===== config.mk =====
export PLATFORM = sky130hd
export DESIGN_NAME = spc_sleep_power_control
export DESIGN_NICKNAME = d
export VERILOG_FILES = /design/src/pkg/spc_pkg.sv /design/src/spc_timed_unlock.sv /design/src/spc_sync3.sv /design/src/spc_sleep_power_control.sv
export VERILOG_INCLUDE_DIRS = /design/src /design/src/pkg
export SDC_FILE = /design/constraint.sdc
export NUM_CORES = 1
export LEC_CHECK = 0
export ABC_AREA = 0
export ABC_CLOCK_PERIOD_IN_PS = 1870
export BUFFER_PORTS_ARGS = -buffer_cell sky130_fd_sc_hd__buf_2
export CAP_MARGIN = 20
export CORE_AREA = 2 2 81 83
export CTS_CLUSTER_DIAMETER = 150
export DETAILED_ROUTE_END_ITERATION = 8
export DIE_AREA = 0 0 83 85
export PLACE_DENSITY = 0.78
export SLEW_MARGIN = 20
export SYNTH_ARGS = -nofsm -noshare
export SYNTH_HDL_FRONTEND = slang
export SYNTH_SLANG_ARGS = --single-unit

===== constraint.sdc =====
create_clock -name clk -period 1.87 [get_ports clk]
set_input_delay 0.2805 -clock clk [delete_from_list [all_inputs] [get_ports clk]]
set_output_delay 0.2805 -clock clk [all_outputs]
set_load 0.02 [all_outputs]

===== src/pkg/spc_regs.svh =====
// register offsets, field positions and timing counts for sleep power control
`ifndef SPC_REGS_SVH
`define SPC_REGS_SVH

`define SPC_IO_BIAS         8'h20
`define SPC_IO_TOP          8'h3F
`define SPC_EXT_BASE        8'h60
`define SPC_SLEEP_OFS       8'h53
`define SPC_CORE_OFS        8'h55
`define SPC_PRR_OFS         8'h64
`define SPC_SLEEP_RST       8'h00
`define SPC_CORE_RST        8'h00
`define SPC_PRR_RST         8'h00
`define SPC_SLEEP_ALLOW_BIT 0
`define SPC_SEL_LO_BIT      1
`define SPC_SEL_HI_BIT      3
`define SPC_CORE_WMASK      8'hF3
`define SPC_DBG_BIT         7
`define SPC_BOS_BIT         6
`define SPC_BOU_BIT         5
`define SPC_PUK_BIT         4
`define SPC_VTS_BIT         1
`define SPC_VCU_BIT         0
`define SPC_UNLOCK_CYC      3'd4
`define SPC_BOS_DELAY       3'd3
`define SPC_BOS_HOLD        3'd3
`define SPC_WAKE_NS         60
`define SPC_CLK_NS          10
`define SPC_WAKE_CYC        4'((`SPC_WAKE_NS + `SPC_CLK_NS - 1) / `SPC_CLK_NS)
`define SPC_NPERIPH         8

`endif


===== src/pkg/spc_pkg.sv =====
// types shared by the sleep power control block
package spc_pkg;
    typedef enum logic [2:0] {
        SPC_MODE_IDLE     = 3'b000,
        SPC_MODE_NOISE    = 3'b001,
        SPC_MODE_PDOWN    = 3'b010,
        SPC_MODE_PSAVE    = 3'b011,
        SPC_MODE_RSV4     = 3'b100,
        SPC_MODE_RSV5     = 3'b101,
        SPC_MODE_STANDBY  = 3'b110,
        SPC_MODE_XSTANDBY = 3'b111
    } spc_mode_t;

    typedef enum logic [1:0] {
        SPC_ST_RUN   = 2'b00,
        SPC_ST_SLEEP = 2'b01,
        SPC_ST_WAKE  = 2'b10
    } spc_state_t;
endpackage : spc_pkg


===== src/spc_timed_unlock.sv =====
// window counter: open for a fixed number of cycles after an arming event
`timescale 1ns/1ns
`default_nettype none
`include "spc_regs.svh"
module spc_timed_unlock (
    input  wire logic clk,
    input  wire logic reset,
    input  wire logic arm,
    input  wire logic consume,
    output logic      open
);
    logic [2:0] cnt_q;
    logic [2:0] cnt_d;

    always_comb begin
        cnt_d = cnt_q;
        if (arm) begin
            cnt_d = `SPC_UNLOCK_CYC;
        end else if (consume) begin
            cnt_d = 3'h0;
        end else if (cnt_q != 3'h0) begin
            cnt_d = cnt_q - 3'h1;
        end
    end

    always_ff @(posedge clk) begin
        if (reset) begin
            cnt_q <= 3'h0;
        end else begin
            cnt_q <= cnt_d;
        end
    end

    assign open = (cnt_q != 3'h0);
endmodule : spc_timed_unlock
`default_nettype wire


===== src/spc_sync3.sv =====
// three-stage synchroniser; a level is taken once stages two and three agree
`timescale 1ns/1ns
`default_nettype none
module spc_sync3 (
    input  wire logic clk,
    input  wire logic reset,
    input  wire logic din,
    output logic      dout
);
    logic [2:0] sh_q;
    logic [2:0] sh_d;
    logic       out_q;
    logic       out_d;

    always_comb begin
        sh_d  = {sh_q[1:0], din};
        out_d = (sh_q[1] == sh_q[2]) ? sh_q[2] : out_q;
    end

    always_ff @(posedge clk) begin
        if (reset) begin
            sh_q  <= 3'h0;
            out_q <= 1'b0;
        end else begin
            sh_q  <= sh_d;
            out_q <= out_d;
        end
    end

    assign dout = out_q;
endmodule : spc_sync3
`default_nettype wire


===== src/spc_sleep_power_control.sv =====
// sleep mode control, peripheral clock gating and core misc control register
//
// Functional notes
// RL1: power-save without async second timer stops its low-frequency oscillator.
// RL2: in power-save the running synchronous clock reaches only the second timer.
// RL3: select 110 with crystal option enters standby: power-down, oscillator kept.
// RL4: wake from standby resumes execution after six clock cycles.
// RL5: select 111 with crystal option enters extended standby: power-save, oscillator kept.
// RL6: wake from extended standby resumes execution after six clock cycles.
// RL7: power-reduction bit set stops peripheral clock; its register accesses are blocked.
// RL8: clearing power-reduction bit restarts clock; peripheral continues unchanged.
// RL9: gating bits act in active and idle; other sleep modes stop clocks anyway.
// RL10: converter stays enabled in sleep; re-enable makes next conversion extended.
// RL11: short I/O address equals data offset minus 0x20, range 0x00 to 0x3F.
// RL12: registers from data 0x60 upward reachable only by load and store.
// RL13: sleep control at 0x53/0x33, reset zero, bits 3:1 select, bit 0 allow.
// RL14: select decodes idle, noise reduction, power-down, power-save; 100, 101 reserved.
// RL15: sleep instruction enters sleep only while sleep allow is one.
// RL16: debug port off bit one disables scan port; zero enables it if fused.
// RL17: debug port off changes only on two equal writes within four cycles.
// RL18: brown-out sleep armed by writing both bits one, then unlock zero within four.
// RL19: brown-out sleep active three cycles after set, clears three later; sleep kills detector.
// RL20: pull-up kill forces all port pull-ups off.
// RL21: vector select zero puts vectors at memory start, one at boot section.
// RL22: core control at 0x55/0x35, reset zero, bits 7,6,5,4,1,0.
// RL23: vector select change needs change unlock first, then write within four cycles.
`timescale 1ns/1ns
`default_nettype none
`include "spc_regs.svh"
module spc_sleep_power_control (
    input  wire logic        clk,
    input  wire logic        reset,
    input  wire logic [7:0]  busAddr,
    input  wire logic        busIoSpace,
    input  wire logic        busWrite,
    input  wire logic        busRead,
    input  wire logic [7:0]  busWdata,
    output logic      [7:0]  busRdata,
    input  wire logic        sleepInstr,
    input  wire logic        wakeEvent,
    input  wire logic        crystalOption,
    input  wire logic        timer2Async,
    input  wire logic        debugPortFuse,
    input  wire logic        bootSizeSel,
    input  wire logic        convEnable,
    output logic             cpuRun,
    output logic             sleeping,
    output logic             mainOscRun,
    output logic             lowFreqOscRun,
    output logic             brownoutOn,
    output logic [7:0]       periphClkEn,
    output logic [7:0]       periphRegBlock,
    output logic             timer2SyncClkEn,
    output logic             convExtended,
    output logic             debugPortEnable,
    output logic             pullupAllow,
    output logic             vectorAtBoot
);
    import spc_pkg::*;

    // ******************************************************
    // address decode
    // ******************************************************
    logic [7:0] dataAddr;
    logic       hitSleep;
    logic       hitCore;
    logic       hitPrr;
    logic       wrSleep;
    logic       wrCore;
    logic       wrPrr;

    always_comb begin
        dataAddr = busIoSpace ? (busAddr + `SPC_IO_BIAS) : busAddr; // RL11
        hitSleep = (dataAddr == `SPC_SLEEP_OFS) && (!busIoSpace || busAddr <= `SPC_IO_TOP);
        hitCore  = (dataAddr == `SPC_CORE_OFS) && (!busIoSpace || busAddr <= `SPC_IO_TOP);
        // extended space rejects the short I/O form outright
        hitPrr   = (dataAddr == `SPC_PRR_OFS) && !busIoSpace; // RL12
        wrSleep  = busWrite && hitSleep;
        wrCore   = busWrite && hitCore;
        wrPrr    = busWrite && hitPrr;
    end

    // ******************************************************
    // registers
    // ******************************************************
    logic [3:0] sleepCtrl_q;
    logic [3:0] sleepCtrl_d;
    logic [7:0] prr_q;
    logic [7:0] prr_d;
    logic       dbgOff_q;
    logic       dbgOff_d;
    logic       dbgPend_q;
    logic       dbgPend_d;
    logic       bosUnlock_q;
    logic       bosUnlock_d;
    logic       pullupKill_q;
    logic       pullupKill_d;
    logic       vecSel_q;
    logic       vecSel_d;
    logic       vecUnlock_q;
    logic       vecUnlock_d;
    logic [2:0] bosCnt_q;
    logic [2:0] bosCnt_d;
    logic       bosSet_d;
    logic       dbgOpen;
    logic       bosOpen;
    logic       vecOpen;
    logic       dbgArm;
    logic       bosArm;
    logic       vecArm;
    logic       bosActive;
    logic       wDbg;
    logic       wBos;
    logic       wBou;
    logic       wVts;
    logic       wVcu;

    always_comb begin
        wDbg = busWdata[`SPC_DBG_BIT];
        wBos = busWdata[`SPC_BOS_BIT];
        wBou = busWdata[`SPC_BOU_BIT];
        wVts = busWdata[`SPC_VTS_BIT];
        wVcu = busWdata[`SPC_VCU_BIT];
        sleepCtrl_d  = wrSleep ? busWdata[3:0] : sleepCtrl_q; // RL13
        prr_d        = wrPrr ? busWdata : prr_q;
        pullupKill_d = wrCore ? busWdata[`SPC_PUK_BIT] : pullupKill_q;
        // first write opens a window; a matching second write inside it commits
        dbgArm    = wrCore && (wDbg != dbgOff_q) && !(dbgOpen && dbgPend_q == wDbg);
        dbgPend_d = dbgArm ? wDbg : dbgPend_q;
        dbgOff_d  = dbgOff_q;
        if (wrCore && dbgOpen && (wDbg == dbgPend_q) && (wDbg != dbgOff_q)) begin
            dbgOff_d = wDbg; // RL17
        end
        bosArm      = wrCore && wBos && wBou;
        bosUnlock_d = wrCore ? wBou : bosUnlock_q;
        if (bosOpen && !bosArm && !wrCore) begin
            bosUnlock_d = bosUnlock_q;
        end else if (!bosOpen && !wrCore) begin
            bosUnlock_d = 1'b0;
        end
        bosSet_d = wrCore && bosOpen && wBos && !wBou; // RL18
        bosCnt_d = (bosCnt_q != 3'h0) ? bosCnt_q - 3'h1 : 3'h0;
        if (bosSet_d) begin
            bosCnt_d = `SPC_BOS_DELAY + `SPC_BOS_HOLD; // RL19
        end
        bosActive = (bosCnt_q != 3'h0) && (bosCnt_q <= `SPC_BOS_HOLD); // RL19
        vecArm      = wrCore && wVcu;
        vecUnlock_d = vecOpen && !(wrCore && !wVcu);
        if (vecArm) begin
            vecUnlock_d = 1'b1;
        end
        vecSel_d = vecSel_q;
        if (wrCore && !wVcu && vecOpen) begin
            vecSel_d = wVts; // RL23
        end
    end

    always_ff @(posedge clk) begin
        if (reset) begin
            sleepCtrl_q  <= 4'(`SPC_SLEEP_RST);
            prr_q        <= `SPC_PRR_RST;
            dbgOff_q     <= 1'b0;
            dbgPend_q    <= 1'b0;
            bosUnlock_q  <= 1'b0;
            pullupKill_q <= 1'b0;
            vecSel_q     <= 1'b0;
            vecUnlock_q  <= 1'b0;
            bosCnt_q     <= 3'h0;
        end else begin
            sleepCtrl_q  <= sleepCtrl_d;
            prr_q        <= prr_d;
            dbgOff_q     <= dbgOff_d;
            dbgPend_q    <= dbgPend_d;
            bosUnlock_q  <= bosUnlock_d;
            pullupKill_q <= pullupKill_d;
            vecSel_q     <= vecSel_d;
            vecUnlock_q  <= vecUnlock_d;
            bosCnt_q     <= bosCnt_d;
        end
    end

    spc_timed_unlock uDbgWin (
        .clk     (clk),
        .reset   (reset),
        .arm     (dbgArm),
        .consume (dbgOff_d != dbgOff_q),
        .open    (dbgOpen)
    );

    spc_timed_unlock uBosWin (
        .clk     (clk),
        .reset   (reset),
        .arm     (bosArm),
        .consume (bosSet_d),
        .open    (bosOpen)
    );

    spc_timed_unlock uVecWin (
        .clk     (clk),
        .reset   (reset),
        .arm     (vecArm),
        .consume (wrCore && !wVcu),
        .open    (vecOpen)
    );

    // ******************************************************
    // sleep sequencer
    // ******************************************************
    logic       wakeSync;
    spc_state_t state_q;
    spc_state_t state_d;
    spc_mode_t  mode_q;
    spc_mode_t  mode_d;
    spc_mode_t  selMode;
    logic [3:0] wakeCnt_q;
    logic [3:0] wakeCnt_d;
    logic       bodOff_q;
    logic       bodOff_d;
    logic       modeOk;

    spc_sync3 uWakeSync (
        .clk   (clk),
        .reset (reset),
        .din   (wakeEvent),
        .dout  (wakeSync)
    );

    always_comb begin
        selMode = spc_mode_t'(sleepCtrl_q[`SPC_SEL_HI_BIT:`SPC_SEL_LO_BIT]);
        case (selMode) // RL14
            SPC_MODE_RSV4, SPC_MODE_RSV5: modeOk = 1'b0;
            SPC_MODE_STANDBY, SPC_MODE_XSTANDBY: modeOk = crystalOption; // RL3 RL5
            default: modeOk = 1'b1;
        endcase
        state_d   = state_q;
        mode_d    = mode_q;
        wakeCnt_d = wakeCnt_q;
        bodOff_d  = bodOff_q;
        case (state_q)
            SPC_ST_RUN: begin
                if (sleepInstr && sleepCtrl_q[`SPC_SLEEP_ALLOW_BIT] && modeOk) begin
                    state_d  = SPC_ST_SLEEP; // RL15
                    mode_d   = selMode;
                    bodOff_d = bosActive; // RL19
                end
            end
            SPC_ST_SLEEP: begin
                if (wakeSync) begin
                    state_d   = SPC_ST_WAKE;
                    wakeCnt_d = `SPC_WAKE_CYC; // RL4 RL6
                end
            end
            SPC_ST_WAKE: begin
                wakeCnt_d = wakeCnt_q - 4'h1;
                if (wakeCnt_q == 4'h1) begin
                    state_d  = SPC_ST_RUN;
                    bodOff_d = 1'b0;
                end
            end
            default: begin
                state_d = SPC_ST_RUN;
            end
        endcase
    end

    always_ff @(posedge clk) begin
        if (reset) begin
            state_q   <= SPC_ST_RUN;
            mode_q    <= SPC_MODE_IDLE;
            wakeCnt_q <= 4'h0;
            bodOff_q  <= 1'b0;
        end else begin
            state_q   <= state_d;
            mode_q    <= mode_d;
            wakeCnt_q <= wakeCnt_d;
            bodOff_q  <= bodOff_d;
        end
    end

    // ******************************************************
    // registered outputs
    // ******************************************************
    logic        inSleep;
    logic        idleLike;
    logic        psaveLike;
    logic        convOn_q;
    logic        convExt_d;
    logic        convExt_q;
    logic [7:0]  rd_d;
    logic [7:0]  rd_q;
    logic [7:0]  gate_d;
    logic [7:0]  gate_q;
    logic [7:0]  blk_q;
    logic [13:0] misc_d;
    logic [13:0] misc_q;

    always_comb begin
        inSleep   = (state_q != SPC_ST_RUN);
        idleLike  = !inSleep || (mode_q == SPC_MODE_IDLE);
        psaveLike = (mode_q == SPC_MODE_PSAVE) || (mode_q == SPC_MODE_XSTANDBY);
        // converter stays on while enabled; a fresh enable edge flags the long conversion
        convExt_d = (convEnable && !convOn_q) ? 1'b1 : (convExt_q && convEnable); // RL10
        rd_d = 8'h00;
        if (busRead && hitSleep) begin
            rd_d = {4'h0, sleepCtrl_q};
        end else if (busRead && hitCore) begin // RL22
            rd_d = {dbgOff_q, bosActive, bosUnlock_q, pullupKill_q, 2'b00, vecSel_q,
                    vecUnlock_q} & `SPC_CORE_WMASK;
        end else if (busRead && hitPrr) begin
            rd_d = prr_q;
        end
    end

    // one copy per peripheral: gated in active/idle by its bit, stopped in deeper modes
    genvar gi;
    generate
        for (gi = 0; gi < `SPC_NPERIPH; gi = gi + 1) begin : gPeriph
            always_comb begin
                gate_d[gi] = idleLike ? !prr_q[gi] : 1'b0; // RL7 RL8 RL9
            end
            always_ff @(posedge clk) begin
                if (reset) begin
                    gate_q[gi] <= 1'b1;
                    blk_q[gi]  <= 1'b0;
                end else begin
                    gate_q[gi] <= gate_d[gi];
                    blk_q[gi]  <= prr_q[gi]; // RL7
                end
            end
        end
    endgenerate

    always_comb begin
        // taken from the same state as the sleep flag so the two never overlap
        misc_d[0]  = !inSleep; // RL15
        misc_d[1]  = inSleep;
        misc_d[2]  = !inSleep || idleLike || (mode_q == SPC_MODE_NOISE)
                     || (mode_q == SPC_MODE_STANDBY) || (mode_q == SPC_MODE_XSTANDBY); // RL3 RL5
        misc_d[3]  = !(inSleep && psaveLike && !timer2Async) && timer2Async; // RL1
        misc_d[4]  = !bodOff_q; // RL19
        misc_d[5]  = inSleep && psaveLike ? !timer2Async : idleLike; // RL2
        misc_d[6]  = !dbgOff_q && debugPortFuse; // RL16
        misc_d[7]  = !pullupKill_q; // RL20
        misc_d[8]  = vecSel_q && bootSizeSel;
        misc_d[9]  = vecSel_q; // RL21
        misc_d[13:10] = 4'h0;
    end

    always_ff @(posedge clk) begin
        if (reset) begin
            convOn_q  <= 1'b0;
            convExt_q <= 1'b0;
            rd_q      <= 8'h00;
            misc_q    <= 14'h00d5;
        end else begin
            convOn_q  <= convEnable;
            convExt_q <= convExt_d;
            rd_q      <= rd_d;
            misc_q    <= misc_d;
        end
    end

    assign busRdata        = rd_q;
    assign cpuRun          = misc_q[0];
    assign sleeping        = misc_q[1];
    assign mainOscRun      = misc_q[2];
    assign lowFreqOscRun   = misc_q[3];
    assign brownoutOn      = misc_q[4];
    assign periphClkEn     = gate_q;
    assign periphRegBlock  = blk_q;
    assign timer2SyncClkEn = misc_q[5];
    assign convExtended    = convExt_q;
    assign debugPortEnable = misc_q[6];
    assign pullupAllow     = misc_q[7];
    assign vectorAtBoot    = misc_q[9];
endmodule : spc_sleep_power_control
`default_nettype wire


# Word-level counts from Yosys, hierarchy flattened
# Cells that the tools add are included.
# classes
shift	0
bitwise	2
n_lt_le_gt_ge	2
mux	39
multipliers	0
div_mod_pow	0
eq_ne	22
reduce_logical	92
addsub	6
# ops
op	count
logical AND 1 bit	37
two-way mux 3 bit	11
equality test 8 x 7 -> 1 bit, second input constant	3
two-way mux 8 bit	3
zero test 1 bit	23
nonzero test 3 bit	7
equality test 3 bit, second input constant	6
two-way mux 1 bit	16
OR reduction 3 bit	4
subtractor 3 x 1 -> 3 bit, second input constant	4
adder 8 x 6 -> 8 bit, second input constant	1
less-or-equal comparator 8 x 6 -> 1 bit, second input constant	1
two-way mux 4 bit	2
one-hot mux 4 bit (2 select lines)	1
nonzero test 2 bit	4
logical OR 1 bit	7
two-way mux 2 bit	3
one-hot mux 2 bit (3 select lines)	1
AND reduction 2 bit	3
AND reduction 3 bit	2
OR reduction 2 bit	3
equality test 4 x 1 -> 1 bit, second input constant	1
inequality test 2 bit, second input constant	2
one-hot mux 1 bit (2 select lines)	2
other kinds (12)	16
# totals
word_cells	206
rom_bits	0
inputBits	28
memories	0
mem_bits_rw	0
output_inout_bits	34
ff_bits	80
latchBits	0

# Longest topological paths before layout
# Gate-level depths: netlist (run 1).
# logic_depth
word_depth	12
depth_mapped	7
ltp_nobuf	6

# Cells and area by module
# A second synthesis (run 1) with hierarchy kept.
# hier_totals
cells_unflattened	336
area_unflattened_um2	3168.0
# by_module_without_submodules
mod	cells_per_inst	seq_area_each_um2	n_inst	area_each_um2
spc_sleep_power_control	272	1321.3	1	2537.4
spc_timed_unlock	18	60.1	3	172.7
spc_sync3	10	80.1	1	112.6

# Worst setup path after synthesis (run 1)
# Ideal clock, no wire load.
# synth_timing
path_kind	input to register
startpoint	input port busAddr[5]
endpoint	register dbgOff_q
path_stages	6
arrival_ps	1478
setup_slack_ps	257
setup_time_ps	135
path_buffers	1
required_time_ps	1735
path_cell_list	ha_1 -> nand3_1 -> o32a_2 -> buf_4 -> o311ai_0 -> o41ai_1
# synth_via
elab_chain_len	9
word_cells_on_any_way	11
classes_between	add/sub: 1; order compare: 1; eq/ne: 1; mux: 2; reduce/logical: 6
# synth_rtl
element	line	text
from (decl)	spc_sleep_power_control.sv:33	input wire logic [7:0] busAddr,
adder 8 x 6 -> 8 bit (no line)	n/a	
two-way mux 8 bit	spc_sleep_power_control.sv:73	dataAddr = busIoSpace ? (busAddr + `SPC_IO_BIAS) : busAddr;
equality test 8 x 7 -> 1 bit (no line)	n/a	
logical AND 1 bit (*)	spc_sleep_power_control.sv:75	hitCore = (dataAddr == `SPC_CORE_OFS) && (!busIoSpace || busAddr <= `SPC_IO_TOP);
logical AND 1 bit (*)	spc_sleep_power_control.sv:79	wrCore = busWrite && hitCore;
logical AND 1 bit (*) (3 in series)	spc_sleep_power_control.sv:131	if (wrCore && dbgOpen && (wDbg == dbgPend_q) && (wDbg != dbgOff_q)) begin
two-way mux 1 bit (*)	spc_sleep_power_control.sv:131	
to (signal assigned)	spc_sleep_power_control.sv:172	dbgOff_q <= dbgOff_d;
to (decl)	spc_sleep_power_control.sv:90	logic dbgOff_q;
# Every way passes the cells marked *; elsewhere a longest branch is shown, timed or not.
# A chain may end at the register's enable or synchronous reset.

# Worst setup path in the final report (run 1)
# layout_timing
startpoint	register uVecWin.cnt_q[0]
endpoint	register vecSel_q
# layout_via
elab_chain_len	2
# layout_rtl
element	line	text
from (decl)	spc_timed_unlock.sv:12	logic [2:0] cnt_q;
from (signal assigned)	spc_timed_unlock.sv:30	cnt_q <= cnt_d;
nonzero test 3 bit	spc_timed_unlock.sv:34	assign open = (cnt_q != 3'h0);
logical AND 1 bit	spc_sleep_power_control.sv:153	if (wrCore && !wVcu && vecOpen) begin
to (signal assigned)	spc_sleep_power_control.sv:176	vecSel_q <= vecSel_d;
to (decl)	spc_sleep_power_control.sv:98	logic vecSel_q;
# Every way passes these cells.

==> results.toml, run 1 <==
[outcome]
status = "finished clean"

[logic_synthesis]
ys.warnings.count = 0
synth_area_sq_um = 3339
ys.flop_type = "dfxtp_1"
synth-edff-count = 0
async_flop_share = 0
syn_area_per_cell_sq_um = 9.174
synth_cell_types = 58
synthCells = 364
synth-seq-cells = 79
syn-num-nets = 404
ys_seq_area_frac = 0.4736

[global_routing]
antenna_found_initial = 0
grt_pass1_wl_um = 11880
grt_pass1_vias = 2563
grt_max_degree = 28
gr-total-overflow = 0
grtUsageTotal = 0.2056

[clock_tree]
cts_tree = "built"
worstSkewPairLatency_ns = 0.35
clk_path_buf_depth = 2
numCtsBuffers = 9
post_cts_buffers = 0
path_clk_slew_ns = 0.08
ctsRootBufferMaster = "clkbuf_8"
cts_resized = 0
htree_levels = 3
cts_hold_buf = 0
clkSinkCount = 79

[detailed_routing]
wl_met1_um = 3244
via_per_inst = 5.556
drtIter0Drc = 142
vias = 2828
dr_wl_met3_um = 385
final_antenna_net_count = 0
drt-total-wl_um = 6973
wl_met2_um = 3267
firstDrtPassIters = 4
wire_per_inst_um = 13.70
drcViolationCount = 0
highest_layer = "met4"

[floorplanning]
dieArea_sq_um = 7055
die_h_um = 85
core_area_sq_um = 6205
die_w_um = 83
floorplan.initialDensity = 0.5382
placementRows = 29
io_pins = 62

[cells_and_area]
finish.utilization = 0.6372
stdcell_count = 509
ff_latch_area_sq_um = 1582
nets = 467
final_layout_size_suffix_gt1_frac = 0.2431
multi_input_area_sq_um = 1579
syn2layout_area_growth_pct = 18.40
postLayoutCellArea_sq_um = 3954
num_antenna_cells = 0
n_fill_cell = 523

[placed_design]
place.gp.congestion = 0.8641
dp.final_hpwl_um = 5251
dpl_cell_area_sq_um = 3750
port_buffers = 60
dp_cells = 493

[pwr]
worst_ir_drop_vdd_v = 0.0006276
powerDensity_nw_per_um2 = 943.0
leakage_nw = 1.531

[timing]
worst_slew_pin_slew_ns = 0.4168
rsz0062_at_grt = "no"
timing.slew.headroom = 0.7216
finalCritPeriodShare = 0.8010
maxSlewViolCount = 0
timing.fmax_mhz = 667.6
hold_slack_ns = 0.1332
tns_ns = 0
fin_skew_ns = 0.004800
finalHoldViolCount = 0
period_minus_slack_ns = 1.498
setup_viol = 0

[worst_setup_path]
worstSetupEndpointType = "flop"
required_ns = 2.11
crit_fanout = 7
slowest_delay_ns = 0.37
crit_family = "adder cells"
cp_slowest_cell = "o41ai_1"
worstPathArrival_ns = 1.74
start_kind = "flop"
crit_type = "flop to flop"
path_cells = "inv_1, ha_1, ha_1, o41ai_1, a21oi_1"
worst_path_most_repeated_cell = "ha_1"
crit_buf_inv = 1

[hold_path]
min_path_type = "input port to flop"

[flow_run]
drv_cap = 0
## final timing paths
| check | start | endpoint | slack [ns] | cells past startpoint |
|---|---|---|---|---|
| setup reg to reg | uVecWin.cnt_q[0]$_SDFFE_PP0P_ | vecSel_q$_SDFFE_PP0P_ | 0.37 | 5 |
| hold / removal | debugPortFuse | misc_q[6]$_SDFF_PP1_ | 0.13 | 2 |
| hold reg to reg | bodOff_q$_SDFFE_PP0P_ | misc_q[4]$_SDFF_PP1_ | 0.40 | 1 |
| setup / recovery | uVecWin.cnt_q[0]$_SDFFE_PP0P_ | vecSel_q$_SDFFE_PP0P_ | 0.37 | 5 |
## cells in the final DEF (no fill, tap or decap), types with 3 or more instances in the layout
| master | synthesis | final |
|---|---|---|
| clkbuf_8 | 0 | 9 |
| dfxtp_1 | 79 | 79 |
| nand2b_1 | 5 | 5 |
| nor2_1 | 30 | 30 |
| a211oi_1 | 6 | 6 |
| inv_1 | 21 | 21 |
| o21ai_0 | 11 | 11 |
| buf_4 | 1 | 12 |
| a21boi_0 | 3 | 3 |
| o21ai_1 | 5 | 5 |
| nor2b_1 | 18 | 18 |
| ha_1 | 12 | 12 |
| o31ai_1 | 5 | 5 |
| nand3_1 | 29 | 29 |
| or3_1 | 3 | 3 |
| a21oi_1 | 26 | 26 |
| nand2_1 | 16 | 16 |
| mux2i_1 | 3 | 3 |
| nor3_1 | 10 | 10 |
| buf_2 | 5 | 60 |
| nand4_1 | 10 | 10 |
| a31oi_1 | 5 | 5 |
| xnor2_1 | 4 | 4 |
## sequential cells by signal, indices dropped and copies added (netlist names), 2 cells and up
name            cells
misc_q              9
busRdata            8
periphClkEn         8
periphRegBlock      8
prr_q               8
sleepCtrl_q         4
wakeCnt_q           4
bosCnt_q            3
mode_q              3
uBosWin.cnt_q       3
uDbgWin.cnt_q       3
uVecWin.cnt_q       3
uWakeSync.sh_q      3
state_q             2
## stage by stage
stage	total power [mW]	worst slack, ns
floorplan	2.333	0.2567
global placement	2.457	0.1123
detailed placement	2.490	0.04847
CTS	3.749	0.3536
global route	3.926	0.2281
finish	3.728	0.3721
## Yosys cell counts, types with 2 or more instances
cell | number | area share
o21ai_0 | 11 | 0.016
nor2_1 | 30 | 0.034
a21boi_0 | 3 | 0.0067
mux2i_1 | 3 | 0.0090
o41ai_1 | 2 | 0.0052
or3_1 | 3 | 0.0056
xnor2_1 | 4 | 0.010
nand3_1 | 29 | 0.043
a31oi_1 | 5 | 0.0094
nand4_1 | 10 | 0.019
a21oi_1 | 26 | 0.039
or2_2 | 2 | 0.0037
inv_1 | 21 | 0.024
ha_1 | 12 | 0.045
buf_2 | 5 | 0.0075
dfxtp_1 | 79 | 0.47
buf_1 | 3 | 0.0034
o31ai_1 | 5 | 0.011
nand4bb_1 | 2 | 0.0067
and4_1 | 2 | 0.0052
nor3_1 | 10 | 0.015
o22ai_1 | 2 | 0.0037
o221a_2 | 2 | 0.0067
xor2_1 | 2 | 0.0052
nor4_2 | 2 | 0.0075
a211oi_1 | 6 | 0.013
nand2b_1 | 5 | 0.0094
a41o_1 | 2 | 0.0060
nor2b_1 | 18 | 0.034
o21ai_1 | 5 | 0.0075
clkbuf_1 | 11 | 0.012
nand2_1 | 16 | 0.018
## worst register-to-register path, delay by kind of cell, from the launching register on
family          cells  cell delay, ns
compound gates      2            0.47
fa+ha+maj           2            0.52
buf+inv             1            0.05
flops               1            0.35
## power by group
| group | switching [mW] | internal (mW) | leakage (nW) |
|---|---|---|---|
| clock network | 0.651 | 0.630 | 0.0964 |
| registers | 0.0464 | 1.77 | 0.641 |
| logic | 0.356 | 0.274 | 0.794 |
## per-layer routing
layer  vias to the layer above  track usage
met1                      1325       0.2693
met4                         0      0.08197
met3                         8      0.03988
met5                         -            0
met2                        73       0.3365
li1                       1422            -
## logic make-up after synthesis
family,Yosys count,share of synthesized area
AOI/OAI and AO/OA,79,0.1604
xor gates and xnor gates,8,0.02548
adders and majority gates,12,0.04496
buffers and inverters,43,0.05358
DFF,79,0.4736
muxes,4,0.01236
and+or+nand+nor,139,0.2297
## area by class of cell
| cell class | count | share of cell area |
|---|---|---|
| Timing Repair Buffer | 73 | 0.1038 |
| Multi-Input combinational cell | 242 | 0.3994 |
| Inverter | 22 | 0.02089 |
| Clock inverter | 7 | 0.02025 |
| Tap cell | 77 | 0.02437 |
| Clock buffer | 9 | 0.03133 |
| Sequential cell | 79 | 0.4000 |
No activity file was read; power rests on OpenSTA's default activity.
==> inputs of run 2 (changes only) <==
- ABC_AREA: 0 -> 1
- ABC_CLOCK_PERIOD_IN_PS: 1870 -> 1300
- CORE_AREA: 2 2 81 83 -> 2 2 84 86
- DIE_AREA: 0 0 83 85 -> 0 0 86 88
- PLACE_DENSITY: 0.78 -> 0.73
- clock period: 1.87 -> 1.3 ns (I/O delays scaled with it)
==> run 2 against run 1 <==
Clock-buffer cell count did not move. Worst hold slack lost 0.095 ns. Clock power up 39%. Via count shrank 0.50%. Critical path type is now input port to flop. Non-clock buffer count is 10 higher. Synthesized cell count up 12%. Design area increased by 2.6%. Combinational power grew 65%. Clock skew up 0.0016 ns. Core utilization decreased by 2.6 points.
==> results.toml, run 2 <==
[outcome]
status = "finished clean"

[hold_path]
hold_depth = 3
min_path_type = "input port to flop"
hold_end = "misc_q[6]$_SDFF_PP1_"
hold_start = "debugPortFuse"

[worst_setup_path]
required_ns = 1.54
worstPathArrival_ns = 1.48
worstSetupEndpointType = "flop"
path_cells = "buf_2, ha_4, nand2_2, inv_2, nor2_2, nor2_4, nand3_2, nor2_2, buf_6, buf_12, nand3_4, and3_4"
crit_fanout = 7
worstReg2RegStart = "uBosWin.cnt_q[0]$_SDFFE_PP0N_"
reg2reg_setup_slack_ns = 0.07
reg2regPathDepth = 7
rr_endpoint = "bosCnt_q[0]$_SDFF_PP0_"
critPathLaunch = "busAddr[5]"
start_kind = "input port"
cp_slowest_cell = "ha_4"
crit_type = "input port to flop"
worst_path_most_repeated_cell = "nor2_2"
slowest_delay_ns = 0.26

[logic_synthesis]
synth-seq-cells = 79
ys_seq_area_frac = 0.5028
synth.area.top_cells = "dfxtp_1 50%, nor2_1 8.4%, inv_1 8.2%"
synthMostInstantiatedCell = "dfxtp_1"
synth_area_sq_um = 3146
async_flop_share = 0
synth_cell_types = 26
syn_area_per_cell_sq_um = 7.729
synthCells = 407
ys.warnings.count = 0
synth_top_area_cell = "dfxtp_1"
ys.flop_type = "dfxtp_1"
syn-num-nets = 447
synth.top_cell.area_share = 0.5028
synth-edff-count = 0
synthTopCellsByCount = "79 x dfxtp_1, 70 x nor2_1, 69 x inv_1"

[cells_and_area]
n_fill_cell = 587
syn2layout_area_growth_pct = 29.00
regMostFlops = "misc_q"
largest_reg_flops = 9
nets = 532
stdcell_count = 577
final_layout_size_suffix_gt1_frac = 0.2817
postLayoutCellArea_sq_um = 4058
final_common_cell = "dfxtp_1"
num_antenna_cells = 0
layout_common_cells = "75 x dfxtp_1, 64 x inv_1, 63 x nor2_1"
finish.utilization = 0.6107

[global_routing]
grt_pass1_vias = 2674
grt_max_degree = 35
antenna_found_initial = 0
gr-total-overflow = 0
grtUsageTotal = 0.1888
grt_pass1_wl_um = 11280

[pwr]
worst_ir_drop_vdd_v = 0.0009281
finalPower_mw = 5.454
powerDensity_nw_per_um2 = 1344
leakage_nw = 1.833

[detailed_routing]
final_antenna_net_count = 0
firstDrtPassIters = 4
via_per_inst = 4.877
drt-total-wl_um = 6807
drcViolationCount = 0
drtIter0Drc = 97
wire_per_inst_um = 11.80
vias = 2814

[flow_run]
drv_cap = 0

[timing]
layout_setup_ws_ns = 0.06368
timing.slew.headroom = 0.8062
finalCritPeriodShare = 0.9510
fin_skew_ns = 0.006383
maxSlewViolCount = 0
period_minus_slack_ns = 1.236
worst_slew_pin_slew_ns = 0.2904
timing.fmax_mhz = 808.9
tns_ns = 0
rsz0062_at_grt = "yes"
hold_slack_ns = 0.03782
finalHoldViolCount = 0
setup_viol = 0

[floorplanning]
core_area_sq_um = 6644
die_h_um = 88
placementRows = 30
floorplan.initialDensity = 0.4734
die_w_um = 86
io_pins = 62
dieArea_sq_um = 7568

[placed_design]
dp.final_hpwl_um = 4952
place.gp.congestion = 0.8207
place_ws_ns = -0.3923
dpl_cell_area_sq_um = 3717
port_buffers = 60
dp_cells = 557

[clock_tree]
clk_path_buf_depth = 2
ctsRootBufferMaster = "clkbuf_8"
clkSinkCount = 79
path_clk_slew_ns = 0.08
worstSkewPairLatency_ns = 0.35
cts_tree = "built"
htree_levels = 3
numCtsBuffers = 9
## run 2: cell count changes after synthesis, moves of 5 or more
cell,previous run,this run
nand2_1,16,58
inv_1,21,69
clkbuf_1,11,6
a211oi_1,6,11
nand2b_1,5,0
nand4_1,10,5
a21oi_1,26,32
a31oi_1,5,0
nand3_1,29,23
nor2_1,30,70
nor2b_1,18,0
o21ai_0,11,20
nor3_1,10,2
## run 2: area by class of cell
class                           count  area (sq um)  share of cell area
Clock buffer                        9         123.9             0.03053
Sequential cell                    79          1587              0.3910
Inverter                           69         259.0             0.06383
Timing Repair Buffer               83         536.8              0.1323
Tap cell                           80         100.1             0.02467
Multi-Input combinational cell    250          1380              0.3401
Clock inverter                      7         71.32             0.01758
## run 2: kinds of logic after synthesis
kind of cell / Yosys count / synth area share
fa+ha+maj: 12 / 0.04773
simple gates: 169 / 0.2295
compound gates: 67 / 0.1181
buf+inv: 78 / 0.09626
xor+xnor: 2 / 0.005570
flops: 79 / 0.5028
## run 2: worst max-delay path by stage
| stage | endpoint | slack, ns | cells after the start |
|---|---|---|---|
| global route | mode_q[0]$_SDFFE_PP0P_ | -0.02 | 5 |
| floorplan | vecSel_q$_SDFFE_PP0P_ | -0.08 | 11 |
| detailed placement | bosCnt_q[0]$_SDFF_PP0_ | -0.39 | 11 |
| global placement | bosCnt_q[0]$_SDFF_PP0_ | -0.31 | 11 |
| finish | bosCnt_q[0]$_SDFF_PP0_ | 0.06 | 12 |
| CTS | uBosWin.cnt_q[1]$_SDFFE_PP0N_ | 0.01 | 7 |
## run 2: timing repair
action,CTS,global route
endpoints found under the setup margin,3,28
gates resized for setup,3,29
pin swaps,0,8
hold buffers,0,0
cloned,0,0
buffers inserted,0,4
## run 2: worst max-delay path, delay by kind of cell
kind | cells | cell delay (ns)
AND/OR/NAND/NOR | 7 | 0.63
buffers and inverters | 4 | 0.40
adder cells (fa/ha/maj) | 1 | 0.26
## run 2: power by group
group | leakage [nW] | total [mW] | switching, mW | internal, mW
Combinational | 1.09 | 1.04 | 0.593 | 0.445
Sequential | 0.642 | 2.64 | 0.0854 | 2.55
Clock | 0.103 | 1.78 | 0.889 | 0.889
Total | 1.83 | 5.45 | 1.57 | 3.89
## run 2: per-layer routing
layer / vias to the layer above / GRT usage / part of all wire
met5: - / 0 / 0
met4: 0 / 0.07215 / 0.023
met3: 16 / 0.04901 / 0.049
met2: 65 / 0.3418 / 0.50
met1: 1281 / 0.2129 / 0.43
li1: 1452 / - / -
